**src/verilog/lctjtc_pkg.sv**
```systemverilog
// package: register map, field layout and decode types of the per-channel config bank
package lctjtc_pkg;

  localparam int         NUM_CHANNELS       = 14;
  // address = {channel, offset}
  localparam int         ADDR_CHAN_MSB      = 7;
  localparam int         ADDR_CHAN_LSB      = 4;
  localparam logic [3:0] OFF_TERM_JITTER    = 4'h1;
  localparam logic [3:0] OFF_TEST_PATTERN   = 4'h2;
  localparam logic       SLOT_TERM          = 1'h0;
  localparam logic       SLOT_PATTERN       = 1'h1;

  localparam logic [7:0] RESET_TERM_JITTER  = 8'h00;
  localparam logic [7:0] RESET_TEST_PATTERN = 8'h00;
  localparam logic [7:0] UNMAPPED_READ      = 8'h00;
  localparam logic [1:0] STROBE_IDLE        = 2'h3;
  // low nibble of the pattern register belongs to the power and loopback logic
  localparam logic [7:0] MASK_TERM_JITTER   = 8'hFF;
  localparam logic [7:0] MASK_TEST_PATTERN  = 8'hF0;

  // termination / jitter register fields
  localparam int         BIT_RX_TERM        = 7;
  localparam int         BIT_TX_TERM        = 6;
  localparam int         BIT_IMP_MSB        = 5;
  localparam int         BIT_IMP_LSB        = 4;
  localparam int         BIT_RX_JA          = 3;
  localparam int         BIT_TX_JA          = 2;
  localparam int         BIT_JA_BW          = 1;
  localparam int         BIT_FIFO_DEPTH     = 0;
  // test pattern register fields
  localparam int         BIT_PAT_INVERT     = 7;
  localparam int         BIT_PAT_MSB        = 6;
  localparam int         BIT_PAT_LSB        = 4;

  localparam logic [6:0] FIFO_DEPTH_SHALLOW   = 7'h20;
  localparam logic [6:0] FIFO_DEPTH_DEEP      = 7'h40;
  localparam logic [6:0] FIFO_LATENCY_SHALLOW = FIFO_DEPTH_SHALLOW >> 1;
  localparam logic [6:0] FIFO_LATENCY_DEEP    = FIFO_DEPTH_DEEP >> 1;

  // one-hot impedance select, bit n set for field code n
  typedef enum logic [3:0] {
    IMP_100_OHM = 4'h1,
    IMP_110_OHM = 4'h2,
    IMP_75_OHM  = 4'h4,
    IMP_120_OHM = 4'h8
  } lctjtc_imp_t;

  typedef enum logic [1:0] {
    BW_3_HZ   = 2'h0,
    BW_10_HZ  = 2'h1,
    BW_1P5_HZ = 2'h2
  } lctjtc_bw_t;

  // codes match the field, with every 0XX folded onto none
  typedef enum logic [2:0] {
    PAT_NONE                   = 3'h0,
    PAT_QRSS                   = 3'h4,
    PAT_ALL_ONES_PATTERN       = 3'h5,
    PAT_LOOP_UP_CODE_PATTERN   = 3'h6,
    PAT_LOOP_DOWN_CODE_PATTERN = 3'h7
  } lctjtc_pat_t;

endpackage : lctjtc_pkg

```
**src/verilog/lctjtc_chan_decode.sv**
```systemverilog
// module: per-channel decode of the two config bytes into registered line controls
`timescale 1ns/100ps
module lctjtc_chan_decode (
  input  logic                     clk_sys,                 // system clock
  input  logic                     rst,                     // sync reset, active high
  input  logic [7:0]               cfg_term,                // termination / jitter byte
  input  logic [7:0]               cfg_pattern,             // test pattern byte
  input  logic                     e1_mode,                 // 1 = E1, 0 = T1/J1
  output logic                     rx_termination_select,   // 1 = rx internal termination
  output logic                     tx_termination_select,   // 1 = tx internal termination
  output lctjtc_pkg::lctjtc_imp_t  rx_impedance_onehot,     // selected line impedance
  output logic                     rx_jitter_atten_enable,  // rx attenuator on
  output logic                     tx_jitter_atten_enable,  // tx attenuator on
  output lctjtc_pkg::lctjtc_bw_t   jitter_bandwidth,        // attenuator corner
  output logic [6:0]               atten_fifo_depth,        // fifo depth in bits
  output logic [6:0]               atten_fifo_latency,      // fifo delay in bit periods
  output lctjtc_pkg::lctjtc_pat_t  tx_pattern,              // diagnostic pattern
  output logic                     test_pattern_invert      // qrss sent inverted
);

  typedef struct packed {
    logic                    rx_term;
    logic                    tx_term;
    lctjtc_pkg::lctjtc_imp_t imp;
    logic                    rx_ja;
    logic                    tx_ja;
    lctjtc_pkg::lctjtc_bw_t  bw;
    logic [6:0]              depth;
    logic [6:0]              latency;
    lctjtc_pkg::lctjtc_pat_t pat;
    logic                    pat_inv;
  } lctjtc_dec_state_t;

  // reset image is the decode of all-zero bytes in T1 mode
  localparam lctjtc_dec_state_t DEC_RESET = '{
    rx_term: 1'h0, tx_term: 1'h0, imp: lctjtc_pkg::IMP_100_OHM,
    rx_ja: 1'h0, tx_ja: 1'h0, bw: lctjtc_pkg::BW_3_HZ,
    depth: lctjtc_pkg::FIFO_DEPTH_SHALLOW, latency: lctjtc_pkg::FIFO_LATENCY_SHALLOW,
    pat: lctjtc_pkg::PAT_NONE, pat_inv: 1'h0};

  lctjtc_dec_state_t q;
  lctjtc_dec_state_t next_q;

  always_comb begin
    next_q         = q;
    next_q.rx_term = cfg_term[lctjtc_pkg::BIT_RX_TERM];
    next_q.tx_term = cfg_term[lctjtc_pkg::BIT_TX_TERM];
    next_q.imp     = lctjtc_pkg::lctjtc_imp_t'(4'h1 << cfg_term[lctjtc_pkg::BIT_IMP_MSB:
                                                            lctjtc_pkg::BIT_IMP_LSB]);
    next_q.rx_ja   = cfg_term[lctjtc_pkg::BIT_RX_JA];
    next_q.tx_ja   = cfg_term[lctjtc_pkg::BIT_TX_JA];
    if (!e1_mode) begin
      next_q.bw = lctjtc_pkg::BW_3_HZ;
    end else if (cfg_term[lctjtc_pkg::BIT_JA_BW]) begin
      next_q.bw = lctjtc_pkg::BW_1P5_HZ;
    end else begin
      next_q.bw = lctjtc_pkg::BW_10_HZ;
    end
    if (cfg_term[lctjtc_pkg::BIT_FIFO_DEPTH]) begin
      next_q.depth   = lctjtc_pkg::FIFO_DEPTH_DEEP;
      next_q.latency = lctjtc_pkg::FIFO_LATENCY_DEEP;
    end else begin
      next_q.depth   = lctjtc_pkg::FIFO_DEPTH_SHALLOW;
      next_q.latency = lctjtc_pkg::FIFO_LATENCY_SHALLOW;
    end
    if (cfg_pattern[lctjtc_pkg::BIT_PAT_MSB]) begin
      next_q.pat = lctjtc_pkg::lctjtc_pat_t'(cfg_pattern[lctjtc_pkg::BIT_PAT_MSB:
                                                         lctjtc_pkg::BIT_PAT_LSB]);
    end else begin
      next_q.pat = lctjtc_pkg::PAT_NONE;
    end
    // inversion only means something for the pseudo-random pattern
    next_q.pat_inv = cfg_pattern[lctjtc_pkg::BIT_PAT_INVERT] &&
                     (next_q.pat == lctjtc_pkg::PAT_QRSS);
  end

  always_ff @(posedge clk_sys) begin
    if (rst) begin
      q <= DEC_RESET;
    end else begin
      q <= next_q;
    end
  end

  assign rx_termination_select  = q.rx_term;
  assign tx_termination_select  = q.tx_term;
  assign rx_impedance_onehot    = q.imp;
  assign rx_jitter_atten_enable = q.rx_ja;
  assign tx_jitter_atten_enable = q.tx_ja;
  assign jitter_bandwidth       = q.bw;
  assign atten_fifo_depth       = q.depth;
  assign atten_fifo_latency     = q.latency;
  assign tx_pattern             = q.pat;
  assign test_pattern_invert    = q.pat_inv;
endmodule : lctjtc_chan_decode

```
**src/verilog/lctjtc_cfg_bank.sv**
```systemverilog
// module: microprocessor-port register bank holding termination, jitter and test pattern config
`timescale 1ns/100ps
module lctjtc_cfg_bank #(
  parameter int N_CHAN = lctjtc_pkg::NUM_CHANNELS  // channels in the bank
) (
  input  logic                                clk_sys,                 // system clock
  input  logic                                rst,                     // sync reset, high
  input  logic                                up_cs_n,                 // chip select pin
  input  logic                                up_wr_n,                 // write strobe pin
  input  logic                                up_rd_n,                 // read strobe pin
  input  logic [7:0]                          up_addr,                 // address pins
  input  logic [7:0]                          up_data_in,              // data bus, inbound
  output logic [7:0]                          up_data_out,             // data bus, outbound
  output logic                                up_data_oe,              // data bus driven
  input  logic [N_CHAN-1:0]                   e1_mode,                 // per channel E1
  output logic [N_CHAN-1:0]                   rx_termination_select,   // rx internal term
  output logic [N_CHAN-1:0]                   tx_termination_select,   // tx internal term
  output lctjtc_pkg::lctjtc_imp_t [N_CHAN-1:0] rx_impedance_onehot,    // line impedance
  output logic [N_CHAN-1:0]                   rx_jitter_atten_enable,  // rx attenuator on
  output logic [N_CHAN-1:0]                   tx_jitter_atten_enable,  // tx attenuator on
  output lctjtc_pkg::lctjtc_bw_t [N_CHAN-1:0] jitter_bandwidth,        // attenuator corner
  output logic [N_CHAN-1:0][6:0]              atten_fifo_depth,        // fifo depth, bits
  output logic [N_CHAN-1:0][6:0]              atten_fifo_latency,      // fifo delay, bits
  output lctjtc_pkg::lctjtc_pat_t [N_CHAN-1:0] tx_pattern,             // test pattern
  output logic [N_CHAN-1:0]                   test_pattern_invert      // qrss inverted
);

  typedef struct packed {
    logic [1:0]                  cs_n_s;   // [0] first stage, [1] second stage
    logic [1:0]                  wr_n_s;
    logic [1:0]                  rd_n_s;
    logic [1:0][7:0]             addr_s;
    logic [1:0][7:0]             wdata_s;
    logic                        wr_n_d;   // second stage delayed, for the edge
    logic [N_CHAN-1:0][1:0][7:0] regs;     // per channel {pattern, term}
    logic [7:0]                  rdata;
    logic                        rd_oe;
  } lctjtc_bus_state_t;

  lctjtc_bus_state_t q;
  lctjtc_bus_state_t next_q;
  lctjtc_bus_state_t bus_reset;

  logic [3:0]                  chan;
  logic [1:0]                  sel;
  logic                        take;
  logic                        rd_active;
  logic [7:0]                  rd_value;
  logic [N_CHAN-1:0][1:0][7:0] wmask;

  ////////////////////////////////////////////////////////////////////////////////
  // {pattern hit, term hit}; unmapped channels and offsets give zero
  function automatic logic [1:0] reg_select(input logic [7:0] addr);
    logic [3:0] ch;
    logic [3:0] off;
    ch  = addr[lctjtc_pkg::ADDR_CHAN_MSB:lctjtc_pkg::ADDR_CHAN_LSB];
    off = addr[lctjtc_pkg::ADDR_CHAN_LSB-1:0];
    reg_select = 2'h0;
    if (int'(ch) < N_CHAN) begin
      reg_select[lctjtc_pkg::SLOT_TERM]    = (off == lctjtc_pkg::OFF_TERM_JITTER);
      reg_select[lctjtc_pkg::SLOT_PATTERN] = (off == lctjtc_pkg::OFF_TEST_PATTERN);
    end
  endfunction : reg_select

  function automatic logic [7:0] reg_mask(input logic [7:0] addr);
    logic [1:0] s;
    s = reg_select(addr);
    case (s)
      2'h1:    reg_mask = lctjtc_pkg::MASK_TERM_JITTER;
      2'h2:    reg_mask = lctjtc_pkg::MASK_TEST_PATTERN;
      default: reg_mask = 8'h00;
    endcase
  endfunction : reg_mask

  ////////////////////////////////////////////////////////////////////////////////
  always_comb begin
    bus_reset        = '0;
    bus_reset.cs_n_s = lctjtc_pkg::STROBE_IDLE;
    bus_reset.wr_n_s = lctjtc_pkg::STROBE_IDLE;
    bus_reset.rd_n_s = lctjtc_pkg::STROBE_IDLE;
    bus_reset.wr_n_d = 1'h1;
    for (int c = 0; c < N_CHAN; c++) begin
      bus_reset.regs[c][lctjtc_pkg::SLOT_TERM]    = lctjtc_pkg::RESET_TERM_JITTER;
      bus_reset.regs[c][lctjtc_pkg::SLOT_PATTERN] = lctjtc_pkg::RESET_TEST_PATTERN;
    end
    bus_reset.rdata  = lctjtc_pkg::UNMAPPED_READ;
  end

  // strobes are taken only after both synchroniser stages
  assign chan      = q.addr_s[1][lctjtc_pkg::ADDR_CHAN_MSB:lctjtc_pkg::ADDR_CHAN_LSB];
  assign sel       = reg_select(q.addr_s[1]);
  assign take      = !q.cs_n_s[1] && !q.wr_n_s[1] && q.wr_n_d;
  assign rd_active = !q.cs_n_s[1] && !q.rd_n_s[1];

  always_comb begin
    case (sel)
      2'h1:    rd_value = q.regs[chan][lctjtc_pkg::SLOT_TERM];
      2'h2:    rd_value = q.regs[chan][lctjtc_pkg::SLOT_PATTERN];
      default: rd_value = lctjtc_pkg::UNMAPPED_READ;
    endcase
  end

  always_comb begin
    next_q         = q;
    next_q.cs_n_s  = {q.cs_n_s[0], up_cs_n};
    next_q.wr_n_s  = {q.wr_n_s[0], up_wr_n};
    next_q.rd_n_s  = {q.rd_n_s[0], up_rd_n};
    next_q.addr_s  = {q.addr_s[0], up_addr};
    next_q.wdata_s = {q.wdata_s[0], up_data_in};
    next_q.wr_n_d  = q.wr_n_s[1];
    // one write per falling edge of the strobe, so a long pulse writes once
    if (take && sel[lctjtc_pkg::SLOT_TERM]) begin
      next_q.regs[chan][lctjtc_pkg::SLOT_TERM] =
        q.wdata_s[1] & lctjtc_pkg::MASK_TERM_JITTER;
    end
    if (take && sel[lctjtc_pkg::SLOT_PATTERN]) begin
      next_q.regs[chan][lctjtc_pkg::SLOT_PATTERN] =
        q.wdata_s[1] & lctjtc_pkg::MASK_TEST_PATTERN;
    end
    next_q.rd_oe = rd_active;
    next_q.rdata = rd_active ? rd_value : lctjtc_pkg::UNMAPPED_READ;
  end

  always_ff @(posedge clk_sys) begin
    if (rst) begin
      q <= bus_reset;
    end else begin
      q <= next_q;
    end
  end

  assign up_data_out = q.rdata;
  assign up_data_oe  = q.rd_oe;

  ////////////////////////////////////////////////////////////////////////////////
  for (genvar ch = 0; ch < N_CHAN; ch++) begin : g_chan
    lctjtc_chan_decode u_decode (
      .clk_sys                (clk_sys),
      .rst                    (rst),
      .cfg_term               (q.regs[ch][lctjtc_pkg::SLOT_TERM]),
      .cfg_pattern            (q.regs[ch][lctjtc_pkg::SLOT_PATTERN]),
      .e1_mode                (e1_mode[ch]),
      .rx_termination_select  (rx_termination_select[ch]),
      .tx_termination_select  (tx_termination_select[ch]),
      .rx_impedance_onehot    (rx_impedance_onehot[ch]),
      .rx_jitter_atten_enable (rx_jitter_atten_enable[ch]),
      .tx_jitter_atten_enable (tx_jitter_atten_enable[ch]),
      .jitter_bandwidth       (jitter_bandwidth[ch]),
      .atten_fifo_depth       (atten_fifo_depth[ch]),
      .atten_fifo_latency     (atten_fifo_latency[ch]),
      .tx_pattern             (tx_pattern[ch]),
      .test_pattern_invert    (test_pattern_invert[ch])
    );
  end

  ////////////////////////////////////////////////////////////////////////////////
  // assertion helpers: bits a write is allowed to touch
  always_comb begin
    wmask = '0;
    if (take && sel[lctjtc_pkg::SLOT_TERM]) begin
      wmask[chan][lctjtc_pkg::SLOT_TERM] = 8'hFF;
    end
    if (take && sel[lctjtc_pkg::SLOT_PATTERN]) begin
      wmask[chan][lctjtc_pkg::SLOT_PATTERN] = 8'hFF;
    end
  end

  // low nibble of the pattern slot belongs elsewhere and must never be stored
  for (genvar ch = 0; ch < N_CHAN; ch++) begin : g_low_nibble

  end
endmodule : lctjtc_cfg_bank

```
**config.mk**
```make
export PLATFORM = sky130hd
export DESIGN_NAME = lctjtc_cfg_bank
export DESIGN_NICKNAME = d
export VERILOG_FILES = /design/src/verilog/lctjtc_pkg.sv /design/src/verilog/lctjtc_chan_decode.sv /design/src/verilog/lctjtc_cfg_bank.sv
export SDC_FILE = /design/constraint.sdc
export NUM_CORES = 1
export LEC_CHECK = 0
export BUFFER_PORTS_ARGS = -buffer_cell sky130_fd_sc_hd__buf_2
export CORE_MARGIN = 2
export CORE_UTILIZATION = 57
export DETAILED_ROUTE_END_ITERATION = 10
export GPL_ROUTABILITY_DRIVEN = 0
export PLACE_DENSITY = 0.91
export SLEW_MARGIN = 30
export SYNTH_ARGS = -nofsm -noshare
export SYNTH_HDL_FRONTEND = slang
export SYNTH_SLANG_ARGS = --single-unit
```
**constraint.sdc**
```tcl
create_clock -name clk_sys -period 3.7 [get_ports clk_sys]
set_input_delay 0.37 -clock clk_sys [delete_from_list [all_inputs] [get_ports clk_sys]]
set_output_delay 0.37 -clock clk_sys [all_outputs]
set_load 0.01 [all_outputs]
```
Yosys cells after proc, flatten, opt, wreduce, memory -nomap -nowiden:

Cells that the tools add are included.

* register bits after elaboration: 664
* bits of input ports: 35
* output and inout port bits: 401
* word-level logic and storage cells: 320

* order comparisons: 3
* equal/unequal tests: 18
* shifts and indexed selects: 14
* multiplexer cells: 54
* bitwise operators: 15
* reductions and logical operators: 38

Operators by type and width (count)
* $bwmux W224: 2
* $mux W224: 2
* $mux W14: 14
* $demux W16 S4: 2
* $bmux W16 S4: 1
* $shl A1 B2 Y4 const A: 14
* $eq A3 B3 Y1 const B: 14
* $mux W3: 14
* $mux W16: 2
* $mux W2: 15
* $reduce_or A2 Y1: 15
* $logic_and A1 B1 Y1: 20
* $pmux W8 S2: 1
* $not A1 Y1: 15
* $mux W8: 1
* $lt A4 B5 Y1 const B: 1
* $eq A4 B1 Y1 const B: 1
* $eq A4 B2 Y1 const B: 1
* $ge A4 B1 Y1 const B: 1
* $lt A4 B4 Y1 const B: 1
* $logic_not A1 Y1: 3
* $eq A2 B1 Y1 const B: 1
* $eq A2 B2 Y1 const B: 1

Longest topological paths before layout:

* word-level depth: 8
* gate-level depth with buffers: 10
* gate-level depth less buffers: 8

Modules after synthesis:

Synthesis repeated with hierarchy kept, for this count alone.

* cell total of the unflattened synthesis: 1508
* area total of the unflattened synthesis: 17027.6 um2

Modules (own cells, without submodules)
* lctjtc_cfg_bank: instances 1, cells an instance 850, area an instance 9320.2 um2, seq. area each 4324.1 um2
* lctjtc_chan_decode: instances 14, cells an instance 47, area an instance 550.5 um2, seq. area each 320.3 um2

Worst setup path after synthesis:

OpenSTA, ideal clock, no wires.

* path kind: register to register
* from: register q (netlist bit chan[1])
* to: register q (netlist bit up_data_out[5])
* setup time: 0.083 ns
* arrival: 2.244 ns
* data required time: 3.617 ns
* path slack: 1.374 ns
* cell stages (with the launch flop): 11
* buffers on the path: 2
* clock period less this slack: 2.326 ns
* path through: dfxtp_1 buf_4 a311oi_2 buf_2 and2_1 inv_1 ha_1 or4_1 a2111oi_0 a2bb2oi_1 o221ai_1

* word-level cells in the longest chain between the ends: 4
* elaborated cells between the ends (all ways): 7
* those cells by class: order compare (1); eq/ne (2); mux (4)

Ends and longest elaborated chain
* from (decl): RTL line lctjtc_cfg_bank.sv:40 `lctjtc_bus_state_t q;`
* from (signal assigned): RTL line lctjtc_cfg_bank.sv:126 `q <= bus_reset;`
* from (signal assigned): RTL line lctjtc_cfg_bank.sv:128 `q <= next_q;`
* $lt A4 B4 Y1: RTL line lctjtc_cfg_bank.sv:59 `if (int'(ch) < N_CHAN) begin`
* $mux W2: RTL line lctjtc_cfg_bank.sv:59
* $eq A2 B2 Y1 / $eq A2 B1 Y1 (equally long branches): RTL line lctjtc_cfg_bank.sv:96 `case (sel)`
* $pmux W8 S2 *: RTL line lctjtc_cfg_bank.sv:96

Every way passes the cells marked *; elsewhere a longest branch is shown, timed or not. The select of a mux whose other input is x is not followed.
A chain may end at the register's enable or synchronous reset.

Final worst setup path:

* from: register q (netlist bit chan[2])
* to: register q[77] (netlist bit)

* word-level cells in the longest chain between the ends: 8
* elaborated cells between the ends (all ways): 14
* those cells by class: order compare (3); mux (8); reduce/logical (3)

Ends and longest elaborated chain
* $lt A4 B5 Y1 / $ge A4 B1 Y1 (equally long branches)
* $logic_and A1 B1 Y1
* $mux W8
* $demux W16 S4
* $bwmux W224: RTL line lctjtc_cfg_bank.sv:113 `next_q.regs[chan][lctjtc_pkg::SLOT_TERM] =`
* $mux W224: RTL line lctjtc_cfg_bank.sv:112 `if (take && sel[lctjtc_pkg::SLOT_TERM]) begin`
* $bwmux W224: RTL line lctjtc_cfg_bank.sv:117 `next_q.regs[chan][lctjtc_pkg::SLOT_PATTERN] =`
* $mux W224 *: RTL line lctjtc_cfg_bank.sv:116 `if (take && sel[lctjtc_pkg::SLOT_PATTERN]) begin`

Every way passes the cells marked *; elsewhere a longest branch is shown, timed or not.

==> impl_metrics.toml <==
[clocking]
cts_buffers = 41
root_buffer = "clkbuf_16"
insertion_delay_ns = 0.53
tritoncts = "built"
cts_max_level = 2
cts_sinks = 440
postCtsHoldBufs = 0
cts_buffer_depth = 3
post_cts.repair.setup_buffers = 0
cts_resized = 0
path_clk_slew_ns = 0.06

[power]
p_int_mw = 7.50
p_sw_mw = 1.98
leakagePower_nw = 9.11
power_frac_comb_pct = 2.7
clkPwrFrac_pct = 46.6
p_sw_share_pct = 20.9
p_seq_share_pct = 50.7
p_per_area_nw_per_um2 = 512
vdd.ir_drop.worst_v = 0.000299

[worst_setup_path]
cp-end-kind = "register"
ff2ff_path_depth = 4
rr_endpoint = "q[77]$_SDFFE_PP0P_"
cp_max_fo = 15
crit_arrival_ns = 3.23
critical_path_class = "reg -> reg"
start_kind = "register"
reg2reg_slack_ns = 0.87
reg2reg_from = "chan[2]$_SDFF_PP0_"
crit_required_ns = 4.11

[grt]
grt_pass1_wl_um = 60500
gr-total-overflow = 0
grt_antenna_before_repair = 0
grt_max_degree = 128
grt_usage_pct = 25.0
grt_pass1_vias = 10929

[die]
num_io_pins = 436
start_util_pct = 58.1
rows = 62
die-area_um2 = 30700
chipWidth_um = 175
coreArea_um2 = 28800
fp.dieH_um = 175

[routing]
drt-total-wl_um = 40100
drtPass1Iterations = 6
route.detailed.drc = 0
drt_iter0_markers = 1125
vias = 11370
via_per_inst = 5.35
wire_per_inst_um = 18.9
postRouteAntennaNets = 0

[yosys]
ys_top_cells_by_area = "dfxtp_1, buf_4, mux2i_1, nor2b_1, nor2_1"
syn_avg_cell_area_um2 = 10.8
synthDistinctLibCells = 49
synth_top_area_share_pct = 52.6
yosysSeqAreaShare_pct = 52.6
yosys_warnings = 0
ys_ff_latch = 440
ys.flop_type = "dfxtp_1"
synth_edf_count = 0
postSynthCellCount = 1556
async_flop_share_pct = 0
synthesis.area_um2 = 16700
synth_top_area_cell = "dfxtp_1"

[layout]
fin_nets = 1746
syn2layout_area_growth_pct = 10.5
antenna_cells = 0
final_util_pct = 64.3
final_cells = 2125
fillers = 2083
final_common_cell = "dfxtp_1"
final_cell_mix = "dfxtp_1, buf_2, mux2i_1"
final_layout_size_suffix_gt1_share_pct = 23.8

[placement]
hpwl_um = 27700
pre_cts_slack_ns = 1.02
dpl.cell_count = 2050
portBuffers = 295

[sta]
finalCritPeriodShare_pct = 76.4
setup_violations = 0
setup_slack_ns = 0.873
hold_violations = 0
drv_slew = 0
hold_slack_ns = 0.0222
slew_headroom_pct = 33.5
setup_tns_ns = 0
fin_skew_ns = 0.0209
min_period_ns = 2.83
worst_pin_slew_ns = 0.996
max_clock_freq_ghz = 0.354
rsz0062_at_grt = "no"

[hold_path]
hold_end = "next_q[269]$_SDFF_PP1_"
hold_path_depth = 2
min_from = "up_wr_n"
min-delay-path-class = "in -> reg"

[run_status]
outcome = "complete, no violations"

[job]
cap_violations = 0
power by group through the flow:
stage	sequential [mW]	combinational, mW	clock, mW
after floorplan	4.88	0.318	0
after global placement	4.90	0.248	0
after detailed placement	4.91	0.253	0
after CTS	4.80	0.253	4.47
after global routing	4.80	0.278	4.67
final	4.80	0.260	4.42
synth_stat cells (all sizes together), types with 2 or more instances:
cell	instances
and3b	30
nand4	24
nor4bb	2
mux2i	147
nand2b	26
a2bb2oi	3
a22oi	12
buf	283
a21oi	7
and4	4
mux2	12
and4bb	3
and3	9
ha	2
a222oi	11
nor3b	44
a2111oi	3
mux4	18
o21ai	14
a21o	40
inv	39
nor2b	101
or2	7
nor4b	7
o21bai	14
and2	31
clkbuf	49
nor2	138
dfxtp	440
and4b	3
nand2	19
o221ai	3
worst max-delay path, cell delays in order (launching register included):
cell and delay [ns]:
dfxtp_1 0.61, nor2b_1 0.85, nand4_1 0.77, mux2i_1 0.40, nor2_1 0.07
metrics by stage:
step / instance area (µm²) / power (mW)
4_1_cts: 18500 / 9.52
6_report: 18500 / 9.48
2_1_floorplan: 17300 / 5.20
3_3_place_gp: 17100 / 5.15
5_1_grt: 18500 / 9.75
3_5_place_dp: 17100 / 5.16
area by class of cell:
class / count / area (µm²) / share of cell area [%]
clock buffer: 61 / 1220 / 6.62
clock inverter: 14 / 210 / 1.14
inverter: 39 / 146 / 0.792
multi-input combinational: 884 / 6060 / 32.7
sequential: 440 / 8820 / 47.7
tap: 384 / 480 / 2.60
timing repair buffer: 303 / 1560 / 8.42
state kept, by name (all words and copies together) (netlist names):
register                                flops
g_chan.u_decode.test_pattern_invert        14
g_chan.u_decode.jitter_bandwidth           28
g_chan.u_decode.tx_jitter_atten_enable     14
up_data_oe                                  1
g_chan.u_decode.rx_impedance_onehot        56
g_chan.u_decode.tx_termination_select      14
q                                         183
next_q                                     20
g_chan.u_decode.rx_termination_select      14
up_data_out                                 8
g_chan.u_decode.rx_jitter_atten_enable     14
chan                                        4
g_chan.u_decode.tx_pattern                 42
g_chan.u_decode.atten_fifo_depth            2
g_chan.u_decode.atten_fifo_latency         26
how the worst max path moves through the flow:
stage                                 to               start  depth (start not counted)  slack (ns)
3_3_place_gp         q[158]$_SDFFE_PP0P_  chan[0]$_SDFF_PP0_                          4        1.14
5_1_grt               q[30]$_SDFFE_PP0P_  chan[0]$_SDFF_PP0_                          4        0.75
3_5_place_dp          q[30]$_SDFFE_PP0P_  chan[0]$_SDFF_PP0_                          4        1.02
6_report              q[77]$_SDFFE_PP0P_  chan[2]$_SDFF_PP0_                          4        0.87
2_1_floorplan  up_data_out[5]$_SDFF_PP0_  chan[1]$_SDFF_PP0_                         10        1.37
4_1_cts               q[29]$_SDFFE_PP0P_  chan[0]$_SDFF_PP0_                          4        0.98
logic make-up (layout without fill, tap and decap cells):
kind of cell | count (synthesis) | count (layout) | share of synthesized area (%)
flip-flops | 440 | 440 | 52.6
AND/OR/NAND/NOR | 453 | 453 | 15.9
multiplexers | 177 | 177 | 12.0
buffers and inverters | 371 | 417 | 14.3
adder cells (fa/ha/maj) | 2 | 2 | 0.150
AO/OA/AOI/OAI | 112 | 112 | 4.98
other | 1 | 140 | 0.0224
per-layer routing:
| layer | global-route usage, % | routed length [µm] | up-vias |
|---|---|---|---|
| met5 | 0 | 0 | - |
| met4 | 12.2 | 1830 | 0 |
| met3 | 5.00 | 3750 | 147 |
| met2 | 44.2 | 20100 | 738 |
| met1 | 28.9 | 14400 | 5368 |
| li1 | - | - | 5117 |
Note: power is estimated with default switching activity, not from simulation.
